[src/design/rwwsp_cfg.svh]
// rwwsp_cfg.svh: offsets, field positions, reset values and sizes for the self-programming control
// assumes word-addressed flash of 16k words, 64-word pages, 32-bit axi4-lite register bus
`ifndef RWWSP_CFG_SVH
`define RWWSP_CFG_SVH
`define RWWSP_AW 14
`define RWWSP_PAGE_LSB 6
`define RWWSP_STALL_START 14'h3800
`define RWWSP_BOOT_START_0 14'h3800
`define RWWSP_BOOT_START_1 14'h3c00
`define RWWSP_BOOT_START_2 14'h3e00
`define RWWSP_BOOT_START_3 14'h3f00
`define RWWSP_OFF_STATUS 8'h00
`define RWWSP_OFF_LOCK 8'h04
`define RWWSP_OFF_CMD 8'h08
`define RWWSP_OFF_IRQ_STATUS 8'h0c
`define RWWSP_OFF_IRQ_MASK 8'h10
`define RWWSP_OFF_TARGET 8'h14
`define RWWSP_ST_BUSY 0
`define RWWSP_ST_HALT 1
`define RWWSP_ST_ACTIVE 2
`define RWWSP_ST_FUSE_LSB 4
`define RWWSP_LK_APP_NOWRITE 0
`define RWWSP_LK_APP_NOREAD 1
`define RWWSP_LK_BOOT_NOWRITE 2
`define RWWSP_LK_BOOT_NOREAD 3
`define RWWSP_CMD_CLR_BUSY 0
`define RWWSP_IRQ_DONE 0
`define RWWSP_IRQ_REFUSED 1
`define RWWSP_IRQ_LOAD_DENIED 2
`define RWWSP_IRQ_W 3
`define RWWSP_LOCK_RESET 4'h0
`define RWWSP_MASK_RESET 3'h0
`define RWWSP_RESP_OKAY 2'h0
`define RWWSP_RESP_SLVERR 2'h2
`endif

[src/design/rwwsp_pkg.sv]
// rwwsp_pkg.sv: types shared by the self-programming control
// assumes rwwsp_cfg.svh supplies the numeric constants
package rwwsp_pkg;
  typedef enum logic {RWWSP_OP_ERASE, RWWSP_OP_WRITE} rwwsp_op_t;
  typedef enum logic [1:0] {RWWSP_IDLE, RWWSP_RUN, RWWSP_RELEASE} rwwsp_state_t;
endpackage

[src/design/rwwsp_ctrl.sv]
// rwwsp_ctrl.sv: self-programming control, region checks, flash op sequencing, axi4-lite registers
// assumes cpu and flash macro on aclk; fuse and chip-erase pins asynchronous
//
// The register offsets and the AXI4-Lite slave port were chosen for this implementation.
`timescale 1ns/100ps
`default_nettype none
`include "rwwsp_cfg.svh"
module rwwsp_ctrl (
  // clock and reset
  input wire logic aclk,
  input wire logic aresetn,
  // axi4-lite write address
  input wire logic [7:0] s_axi_awaddr,
  input wire logic s_axi_awvalid,
  output logic s_axi_awready,
  // axi4-lite write data
  input wire logic [31:0] s_axi_wdata,
  input wire logic [3:0] s_axi_wstrb,
  input wire logic s_axi_wvalid,
  output logic s_axi_wready,
  // axi4-lite write response
  output logic [1:0] s_axi_bresp,
  output logic s_axi_bvalid,
  input wire logic s_axi_bready,
  // axi4-lite read address
  input wire logic [7:0] s_axi_araddr,
  input wire logic s_axi_arvalid,
  output logic s_axi_arready,
  // axi4-lite read data
  output logic [31:0] s_axi_rdata,
  output logic [1:0] s_axi_rresp,
  output logic s_axi_rvalid,
  input wire logic s_axi_rready,
  // cpu program-memory store
  input wire logic program_memory_store_instr,
  input wire logic [`RWWSP_AW-1:0] store_pc,
  input wire logic [`RWWSP_AW-1:0] store_target,
  input wire logic store_is_write,
  // cpu program-memory load
  input wire logic load_valid,
  input wire logic [`RWWSP_AW-1:0] load_pc,
  input wire logic [`RWWSP_AW-1:0] load_addr,
  output logic load_denied,
  // cpu control
  output logic cpu_halt,
  output logic concurrent_read_blocked,
  // flash macro
  output logic flash_start,
  output logic flash_write,
  output logic [`RWWSP_AW-1:0] flash_addr,
  input wire logic flash_done,
  // pins
  input wire logic [1:0] boot_region_size_fuses,
  input wire logic chip_erase,
  input wire logic [3:0] ext_lock_set,
  // interrupt
  output logic irq
);

  rwwsp_pkg::rwwsp_state_t state_reg;
  logic [1:0] fuse_s1_reg, fuse_s2_reg, fuse_reg;
  logic [1:0] fuse_cnt_reg;
  logic erase_s1_reg, erase_s2_reg;
  logic [3:0] lkx_s1_reg, lkx_s2_reg;
  logic [3:0] lock_reg;
  logic busy_reg;
  logic [`RWWSP_IRQ_W-1:0] irq_status_reg, irq_mask_reg, irq_event;
  logic [`RWWSP_AW-1:0] boot_start, target_reg;
  logic pc_in_boot, tgt_in_boot, tgt_in_stall, lock_ok, store_accept, store_refuse;
  logic ld_from_boot, ld_in_boot, ld_deny;
  logic wr_hs, rd_hs, busy_clr;
  logic [31:0] rdata_next;
  logic rresp_err;

  // fuses and lock pins are asynchronous straps: two flops before use
  always_ff @(posedge aclk) begin
    fuse_s1_reg <= boot_region_size_fuses;
    fuse_s2_reg <= fuse_s1_reg;
    erase_s1_reg <= chip_erase;
    erase_s2_reg <= erase_s1_reg;
    lkx_s1_reg <= ext_lock_set;
    lkx_s2_reg <= lkx_s1_reg;
  end

  // fuse size caught once the synchroniser has filled after reset; later changes ignored
  // a fuse change needs a reset to take effect, so the boundary never moves under a running op
  always_ff @(posedge aclk) begin
    if (!aresetn) begin
      fuse_cnt_reg <= 2'h0;
      fuse_reg <= 2'h0;
    end else if (fuse_cnt_reg != 2'h3) begin
      fuse_cnt_reg <= fuse_cnt_reg + 2'h1;
      fuse_reg <= fuse_s2_reg;
    end
  end

  // boundary per fuse setting; clamped so boot never leaves the stalling region
  always_comb begin
    unique case (fuse_reg)
      2'h0: boot_start = `RWWSP_BOOT_START_0;
      2'h1: boot_start = `RWWSP_BOOT_START_1;
      2'h2: boot_start = `RWWSP_BOOT_START_2;
      2'h3: boot_start = `RWWSP_BOOT_START_3;
    endcase
    if (boot_start < `RWWSP_STALL_START) begin
      boot_start = `RWWSP_STALL_START;
    end
  end

  // region decode; full word addresses compared, page bits only matter to the flash op
  assign pc_in_boot = store_pc >= boot_start;
  assign tgt_in_boot = store_target >= boot_start;
  assign tgt_in_stall = store_target >= `RWWSP_STALL_START;
  assign lock_ok = tgt_in_boot ? !lock_reg[`RWWSP_LK_BOOT_NOWRITE] : !lock_reg[`RWWSP_LK_APP_NOWRITE];
  assign store_accept = program_memory_store_instr && pc_in_boot && lock_ok &&
    state_reg == rwwsp_pkg::RWWSP_IDLE;
  assign store_refuse = program_memory_store_instr && !store_accept;

  // loads across regions gated by the opposite region's read lock
  assign ld_from_boot = load_pc >= boot_start;
  assign ld_in_boot = load_addr >= boot_start;
  assign ld_deny = load_valid && ((ld_from_boot && !ld_in_boot && lock_reg[`RWWSP_LK_APP_NOREAD]) ||
    (!ld_from_boot && ld_in_boot && lock_reg[`RWWSP_LK_BOOT_NOREAD]) ||
    (busy_reg && load_addr < `RWWSP_STALL_START));

  // lock bits only ever set, except by chip erase
  // erase is a level, so locks stay clear for as long as the pin is held
  always_ff @(posedge aclk) begin
    if (!aresetn) begin
      lock_reg <= `RWWSP_LOCK_RESET;
    end else if (erase_s2_reg) begin
      lock_reg <= `RWWSP_LOCK_RESET;
    end else begin
      lock_reg <= lock_reg | lkx_s2_reg;
      if (wr_hs && s_axi_awaddr == `RWWSP_OFF_LOCK && s_axi_wstrb[0]) begin
        lock_reg <= lock_reg | lkx_s2_reg | s_axi_wdata[3:0];
      end
    end
  end

  // operation sequencer; one page op at a time, stores while running are refused
  // the release cycle refuses stores, so a new op never starts on the done edge
  always_ff @(posedge aclk) begin
    if (!aresetn) begin
      state_reg <= rwwsp_pkg::RWWSP_IDLE;
      target_reg <= '0;
      flash_start <= 1'b0;
      flash_write <= 1'b0;
      cpu_halt <= 1'b0;
    end else begin
      flash_start <= 1'b0;
      unique case (state_reg)
        rwwsp_pkg::RWWSP_IDLE: begin
          if (store_accept) begin
            target_reg <= store_target;
            flash_write <= store_is_write;
            flash_start <= 1'b1;
            cpu_halt <= tgt_in_stall;
            state_reg <= rwwsp_pkg::RWWSP_RUN;
          end
        end
        rwwsp_pkg::RWWSP_RUN: begin
          if (flash_done) begin
            cpu_halt <= 1'b0;
            state_reg <= rwwsp_pkg::RWWSP_RELEASE;
          end
        end
        rwwsp_pkg::RWWSP_RELEASE: begin
          state_reg <= rwwsp_pkg::RWWSP_IDLE;
        end
        default: state_reg <= rwwsp_pkg::RWWSP_IDLE;
      endcase
    end
  end
  assign flash_addr = target_reg;

  // busy flag: set when a concurrent-region op starts, held after done until software clears it while idle
  // no self-clear at op end: concurrent-region code stays untrusted until software re-checks it
  assign busy_clr = wr_hs && s_axi_awaddr == `RWWSP_OFF_CMD && s_axi_wstrb[0] && s_axi_wdata[`RWWSP_CMD_CLR_BUSY] &&
    state_reg == rwwsp_pkg::RWWSP_IDLE;
  always_ff @(posedge aclk) begin
    if (!aresetn) begin
      busy_reg <= 1'b0;
    end else if (store_accept && !tgt_in_stall) begin
      busy_reg <= 1'b1;
    end else if (busy_clr) begin
      busy_reg <= 1'b0;
    end
  end

  // reads from the stalling region are never gated by busy; only concurrent-region code is blocked
  always_ff @(posedge aclk) begin
    if (!aresetn) begin
      concurrent_read_blocked <= 1'b0;
      load_denied <= 1'b0;
    end else begin
      concurrent_read_blocked <= (store_accept && !tgt_in_stall) || (busy_reg && !busy_clr);
      load_denied <= ld_deny;
    end
  end

  // sticky events, write one to clear; a new event in the clearing cycle wins
  assign irq_event = {ld_deny, store_refuse, state_reg == rwwsp_pkg::RWWSP_RUN && flash_done};
  always_ff @(posedge aclk) begin
    if (!aresetn) begin
      irq_status_reg <= '0;
      irq_mask_reg <= `RWWSP_MASK_RESET;
      irq <= 1'b0;
    end else begin
      if (wr_hs && s_axi_awaddr == `RWWSP_OFF_IRQ_STATUS && s_axi_wstrb[0]) begin
        irq_status_reg <= (irq_status_reg & ~s_axi_wdata[`RWWSP_IRQ_W-1:0]) | irq_event;
      end else begin
        irq_status_reg <= irq_status_reg | irq_event;
      end
      if (wr_hs && s_axi_awaddr == `RWWSP_OFF_IRQ_MASK && s_axi_wstrb[0]) begin
        irq_mask_reg <= s_axi_wdata[`RWWSP_IRQ_W-1:0];
      end
      irq <= |(irq_status_reg & irq_mask_reg);
    end
  end

  // axi4-lite write: address and data taken together, response the cycle after
  assign wr_hs = s_axi_awvalid && s_axi_wvalid && s_axi_awready && s_axi_wready;
  always_ff @(posedge aclk) begin
    if (!aresetn) begin
      s_axi_awready <= 1'b0;
      s_axi_wready <= 1'b0;
      s_axi_bvalid <= 1'b0;
      s_axi_bresp <= `RWWSP_RESP_OKAY;
    end else begin
      s_axi_awready <= s_axi_awvalid && s_axi_wvalid && !s_axi_awready && !s_axi_bvalid;
      s_axi_wready <= s_axi_awvalid && s_axi_wvalid && !s_axi_awready && !s_axi_bvalid;
      if (wr_hs) begin
        s_axi_bvalid <= 1'b1;
        s_axi_bresp <= (s_axi_awaddr == `RWWSP_OFF_LOCK || s_axi_awaddr == `RWWSP_OFF_CMD ||
          s_axi_awaddr == `RWWSP_OFF_IRQ_STATUS || s_axi_awaddr == `RWWSP_OFF_IRQ_MASK ||
          s_axi_awaddr == `RWWSP_OFF_STATUS || s_axi_awaddr == `RWWSP_OFF_TARGET) ?
          `RWWSP_RESP_OKAY : `RWWSP_RESP_SLVERR;
      end else if (s_axi_bready) begin
        s_axi_bvalid <= 1'b0;
      end
    end
  end

  // read mux; status and target are read-only, writes to them are dropped
  always_comb begin
    rdata_next = 32'h0000_0000;
    rresp_err = 1'b0;
    unique case (s_axi_araddr)
      `RWWSP_OFF_STATUS: begin
        rdata_next[`RWWSP_ST_BUSY] = busy_reg;
        rdata_next[`RWWSP_ST_HALT] = cpu_halt;
        rdata_next[`RWWSP_ST_ACTIVE] = state_reg != rwwsp_pkg::RWWSP_IDLE;
        rdata_next[`RWWSP_ST_FUSE_LSB +: 2] = fuse_reg;
      end
      `RWWSP_OFF_LOCK: rdata_next[3:0] = lock_reg;
      `RWWSP_OFF_CMD: rdata_next = 32'h0000_0000;
      `RWWSP_OFF_IRQ_STATUS: rdata_next[`RWWSP_IRQ_W-1:0] = irq_status_reg;
      `RWWSP_OFF_IRQ_MASK: rdata_next[`RWWSP_IRQ_W-1:0] = irq_mask_reg;
      `RWWSP_OFF_TARGET: rdata_next[`RWWSP_AW-1:0] = target_reg;
      default: rresp_err = 1'b1;
    endcase
  end

  // axi4-lite read: one outstanding, data the cycle after the address is taken
  // status is registered into rdata, so a read shows the flags one cycle old
  assign rd_hs = s_axi_arvalid && s_axi_arready;
  always_ff @(posedge aclk) begin
    if (!aresetn) begin
      s_axi_arready <= 1'b0;
      s_axi_rvalid <= 1'b0;
      s_axi_rdata <= 32'h0000_0000;
      s_axi_rresp <= `RWWSP_RESP_OKAY;
    end else begin
      s_axi_arready <= s_axi_arvalid && !s_axi_arready && !s_axi_rvalid;
      if (rd_hs) begin
        s_axi_rvalid <= 1'b1;
        s_axi_rdata <= rdata_next;
        s_axi_rresp <= rresp_err ? `RWWSP_RESP_SLVERR : `RWWSP_RESP_OKAY;
      end else if (s_axi_rready) begin
        s_axi_rvalid <= 1'b0;
      end
    end
  end

endmodule
`default_nettype wire

[config.mk]
export PLATFORM = sky130hd
export DESIGN_NAME = rwwsp_ctrl
export DESIGN_NICKNAME = d
export VERILOG_FILES = /design/src/design/rwwsp_pkg.sv /design/src/design/rwwsp_ctrl.sv
export VERILOG_INCLUDE_DIRS = /design/src /design/src/design
export SDC_FILE = /design/constraint.sdc
export NUM_CORES = 1
export LEC_CHECK = 0
export BUFFER_PORTS_ARGS = -buffer_cell sky130_fd_sc_hd__buf_4
export CELL_PAD_IN_SITES_DETAIL_PLACEMENT = 1
export CELL_PAD_IN_SITES_GLOBAL_PLACEMENT = 2
export CORE_ASPECT_RATIO = 1.4
export CORE_MARGIN = 1.5
export CORE_UTILIZATION = 24
export CTS_BUF_LIST = sky130_fd_sc_hd__clkbuf_4 sky130_fd_sc_hd__clkbuf_8
export CTS_CLUSTER_DIAMETER = 30
export CTS_CLUSTER_SIZE = 24
export DETAILED_ROUTE_END_ITERATION = 7
export HOLD_SLACK_MARGIN = 0.08
export PLACE_DENSITY = 0.87
export SLEW_MARGIN = 25
export SYNTH_ARGS = -nofsm -noshare
export SYNTH_HDL_FRONTEND = slang
export SYNTH_SLANG_ARGS = --single-unit
export TNS_END_PERCENT = 5
[constraint.sdc]
create_clock -name aclk -period 3.05 [get_ports aclk]
set_clock_uncertainty 0.05 [all_clocks]
set_input_delay 0.61 -clock aclk [delete_from_list [all_inputs] [get_ports aclk]]
set_output_delay 0.61 -clock aclk [all_outputs]
set_load 0.02 [all_outputs]
==> flow_summary_export.csv <==
group,metric,value,unit
run_status,status,"complete, no violations",
routing,drt_iter0_markers,94,
yosys,synthesis.area,0.003177,mm2
yosys,synth-edff-count,0,
yosys,ys_ff_latch,71,
routing,postRouteAntennaNets,0,
sta,fin_crit,2.307,ns
clocking,root_buffer,"clkbuf_8",
grt,grt_pass1_wl,14090,um
clocking,max-clock-path-buffers,2,
placement,dp_hpwl,6887,um
sta,slew_violations,0,
yosys,synthArstFlopShare,0,%
placement,io_buffers,111,
yosys,netlist_instances,335,
floorplanning,die-height,139.1,um
finish,drive_gt1_share,31.46,%
pwr,finalPower,1.938,mW
pwr,p_leak,1.777,nW
clocking,cts.sinks,71,
floorplanning,die_area,0.01395,mm2
placement,post_dp_cell_area,0.004054,mm2
floorplanning,rows,49,
finish,final_common_cell,"buf_4",
finish,area_growth,33.36,%
floorplanning,ioPinCount,187,
floorplanning,die-width,100.2,um
worst_setup_path,worstSetupStartpointType,"flip-flop",
placement,place_congestion,0.7300,
clocking,insertion_delay,0.36,ns
sta,slew_headroom,50.27,%
sta,fmax,0.4334,GHz
sta,rsz0062_at_grt,"no",
finish,design_area,0.004237,mm2
worst_setup_path,worstPathArrival,2.54,ns
grt,grt_overflow_total,0,
sta,worstMarginPinSlew,0.7272,ns
run,drv_cap,0,
finish,fillers,1542,
routing,dr.pass1.iters,4,
sta,finalSetupViolCount,0,
worst_setup_path,end_kind,"flip-flop",
grt,grt_pass1_vias,2767,
floorplanning,core,0.01287,mm2
pwr,powerDensity,457.4,mW/mm2
routing,avgRoutedWirePerCell,14.70,um
finish,layout_common_cells,"115 x buf_4, 71 x dfxtp_1, 44 x nand2_1, 26 x nor2b_1, 25 x mux2i_1",
finish,final_nets,571,
sta,min_period_over_period,75.65,%
routing,num_vias,2741,
routing,drt-vias-per-instance,4.584,
clocking,htree_num_levels,3,
clocking,post-cts-setup-buffer-count,0,
floorplanning,start_util,24.67,%
grt,grt_max_degree,72,
pwr,ir_drop,0.2909,mV
finish,diodes,0,
yosys,ys_seq_area_share,44.74,%
clocking,cts_inserted_buffers,9,
worst_setup_path,critPathKind,"flip-flop to flip-flop",
worst_setup_path,reg2reg_from,"fuse_reg[1]",
clocking,cts_tree,"yes",
hold_path,hp-class,"flip-flop to flip-flop",
yosys,synth_ff_type,"dfxtp_1",
worst_setup_path,crit_required,3.29,ns
clocking,path_clk_slew,0.08,ns
grt,grtUsageTotal,13.19,%
yosys,synthDistinctLibCells,51,
worst_setup_path,crit_start,"fuse_reg[1]",
clocking,ctsHoldBuffers,0,
yosys,yosys_warnings,0,
clocking,postCtsResizedCells,0,
sta,hold_viol,0,
sta,fin_setup_tns,0,ns
routing,drc,0,
routing,wirelength,8793,um
worst_setup_path,cp_max_fo,12,
yosys,avgSynthCellArea,9.483,um2
grt,grt_antenna_before_repair,0,
sta,hold_ws,0.2808,ns
hold_path,hp-start,"fuse_s1_reg[0]",
## routing by layer
| metal | vias to the layer above | global-route usage (%) | routed length, um | share of wire (%) |
|---|---|---|---|---|
| li1 | 1346 | - | - | - |
| met2 | 101 | 22.48 | 4437 | 50 |
| met1 | 1275 | 14.71 | 3565 | 41 |
| met3 | 19 | 3.579 | 524 | 6.0 |
| met4 | 0 | 7.116 | 267 | 3.0 |
| met5 | - | 0 | 0 | 0 |
## through the flow
| stage | std cells | setup WS (ns) | util, % |
|---|---|---|---|
| after floorplan | 354 | 0.7669 | - |
| after global placement | 582 | 0.5280 | 31.49 |
| after detailed placement | 582 | 0.4436 | 31.49 |
| after CTS | 598 | 0.7635 | 32.91 |
| after global routing | 598 | 0.6499 | 32.91 |
| final | 598 | 0.7426 | 32.91 |
## critical path, cell delays in order, from the launching register on
cell and delay, ns:
dfxtp_1 0.33, inv_1 0.10, ha_1 0.31, nor2b_1 0.15
a2111oi_2 0.38, o311a_1 0.27, and2_1 0.16, buf_4 0.26
mux2i_1 0.22
## path summary, 6_finish.rpt
check	slack, ns	depth (start not counted)	endpoint
min reg2reg	0.28	0	fuse_s2_reg[0]
max	0.74	8	flash_addr[11]
min	0.28	0	fuse_s2_reg[0]
max reg2reg	0.74	8	flash_addr[11]
## kinds of logic after synthesis
logic type	after synthesis	share of synthesized area [%]
AOI/OAI and AO/OA	56	13.94
xor gates and xnor gates	1	0.2757
adders and majority gates	5	1.969
buffers and inverters	45	8.428
DFF	71	44.74
muxes	28	8.940
other	1	0.1180
and+or+nand+nor	128	21.58
## cell type report
| type | instances | area [um2] | share of cell area, % |
|---|---|---|---|
| Clock buffer | 11 | 151.4 | 3.574 |
| Clock inverter | 5 | 31.28 | 0.7383 |
| Inverter | 5 | 18.77 | 0.4430 |
| Multi-Input combinational cell | 238 | 1559 | 36.80 |
| Sequential cell | 71 | 1421 | 33.55 |
| Tap cell | 153 | 191.4 | 4.519 |
| Timing Repair Buffer | 115 | 863.3 | 20.38 |
## cell usage after synthesis, types with 2 or more instances
library cell	count	area share [%]
o2bb2ai_1	3	0.83
nor3b_1	4	0.95
inv_1	5	0.59
a22oi_1	13	3.1
a21oi_1	2	0.32
buf_6	2	0.71
and3_1	5	0.98
o21a_1	2	0.47
and4_1	2	0.55
nor2_1	15	1.8
nor3_1	4	0.63
mux2i_1	25	7.9
dfxtp_1	71	45
a22o_1	3	0.83
o21ai_1	2	0.32
nor2b_1	26	5.1
a21boi_1	5	1.2
or4_4	2	0.71
a2111o_1	3	1.1
nor3_4	2	1.0
buf_4	22	5.2
nand4_1	2	0.39
clkbuf_1	14	1.7
and2_1	6	1.2
ha_1	5	2.0
nand2b_1	9	1.8
a211oi_1	6	1.4
mux2_2	2	0.71
o21ai_0	4	0.63
nand3_1	5	0.79
nand2_1	44	5.2
## where the power goes
| group | total [mW] | internal (mW) | switching, mW |
|---|---|---|---|
| registers | 0.978 | 0.957 | 0.0213 |
| logic | 0.254 | 0.124 | 0.131 |
| clock network | 0.705 | 0.338 | 0.368 |
No activity file was read; power rests on OpenSTA's default activity.
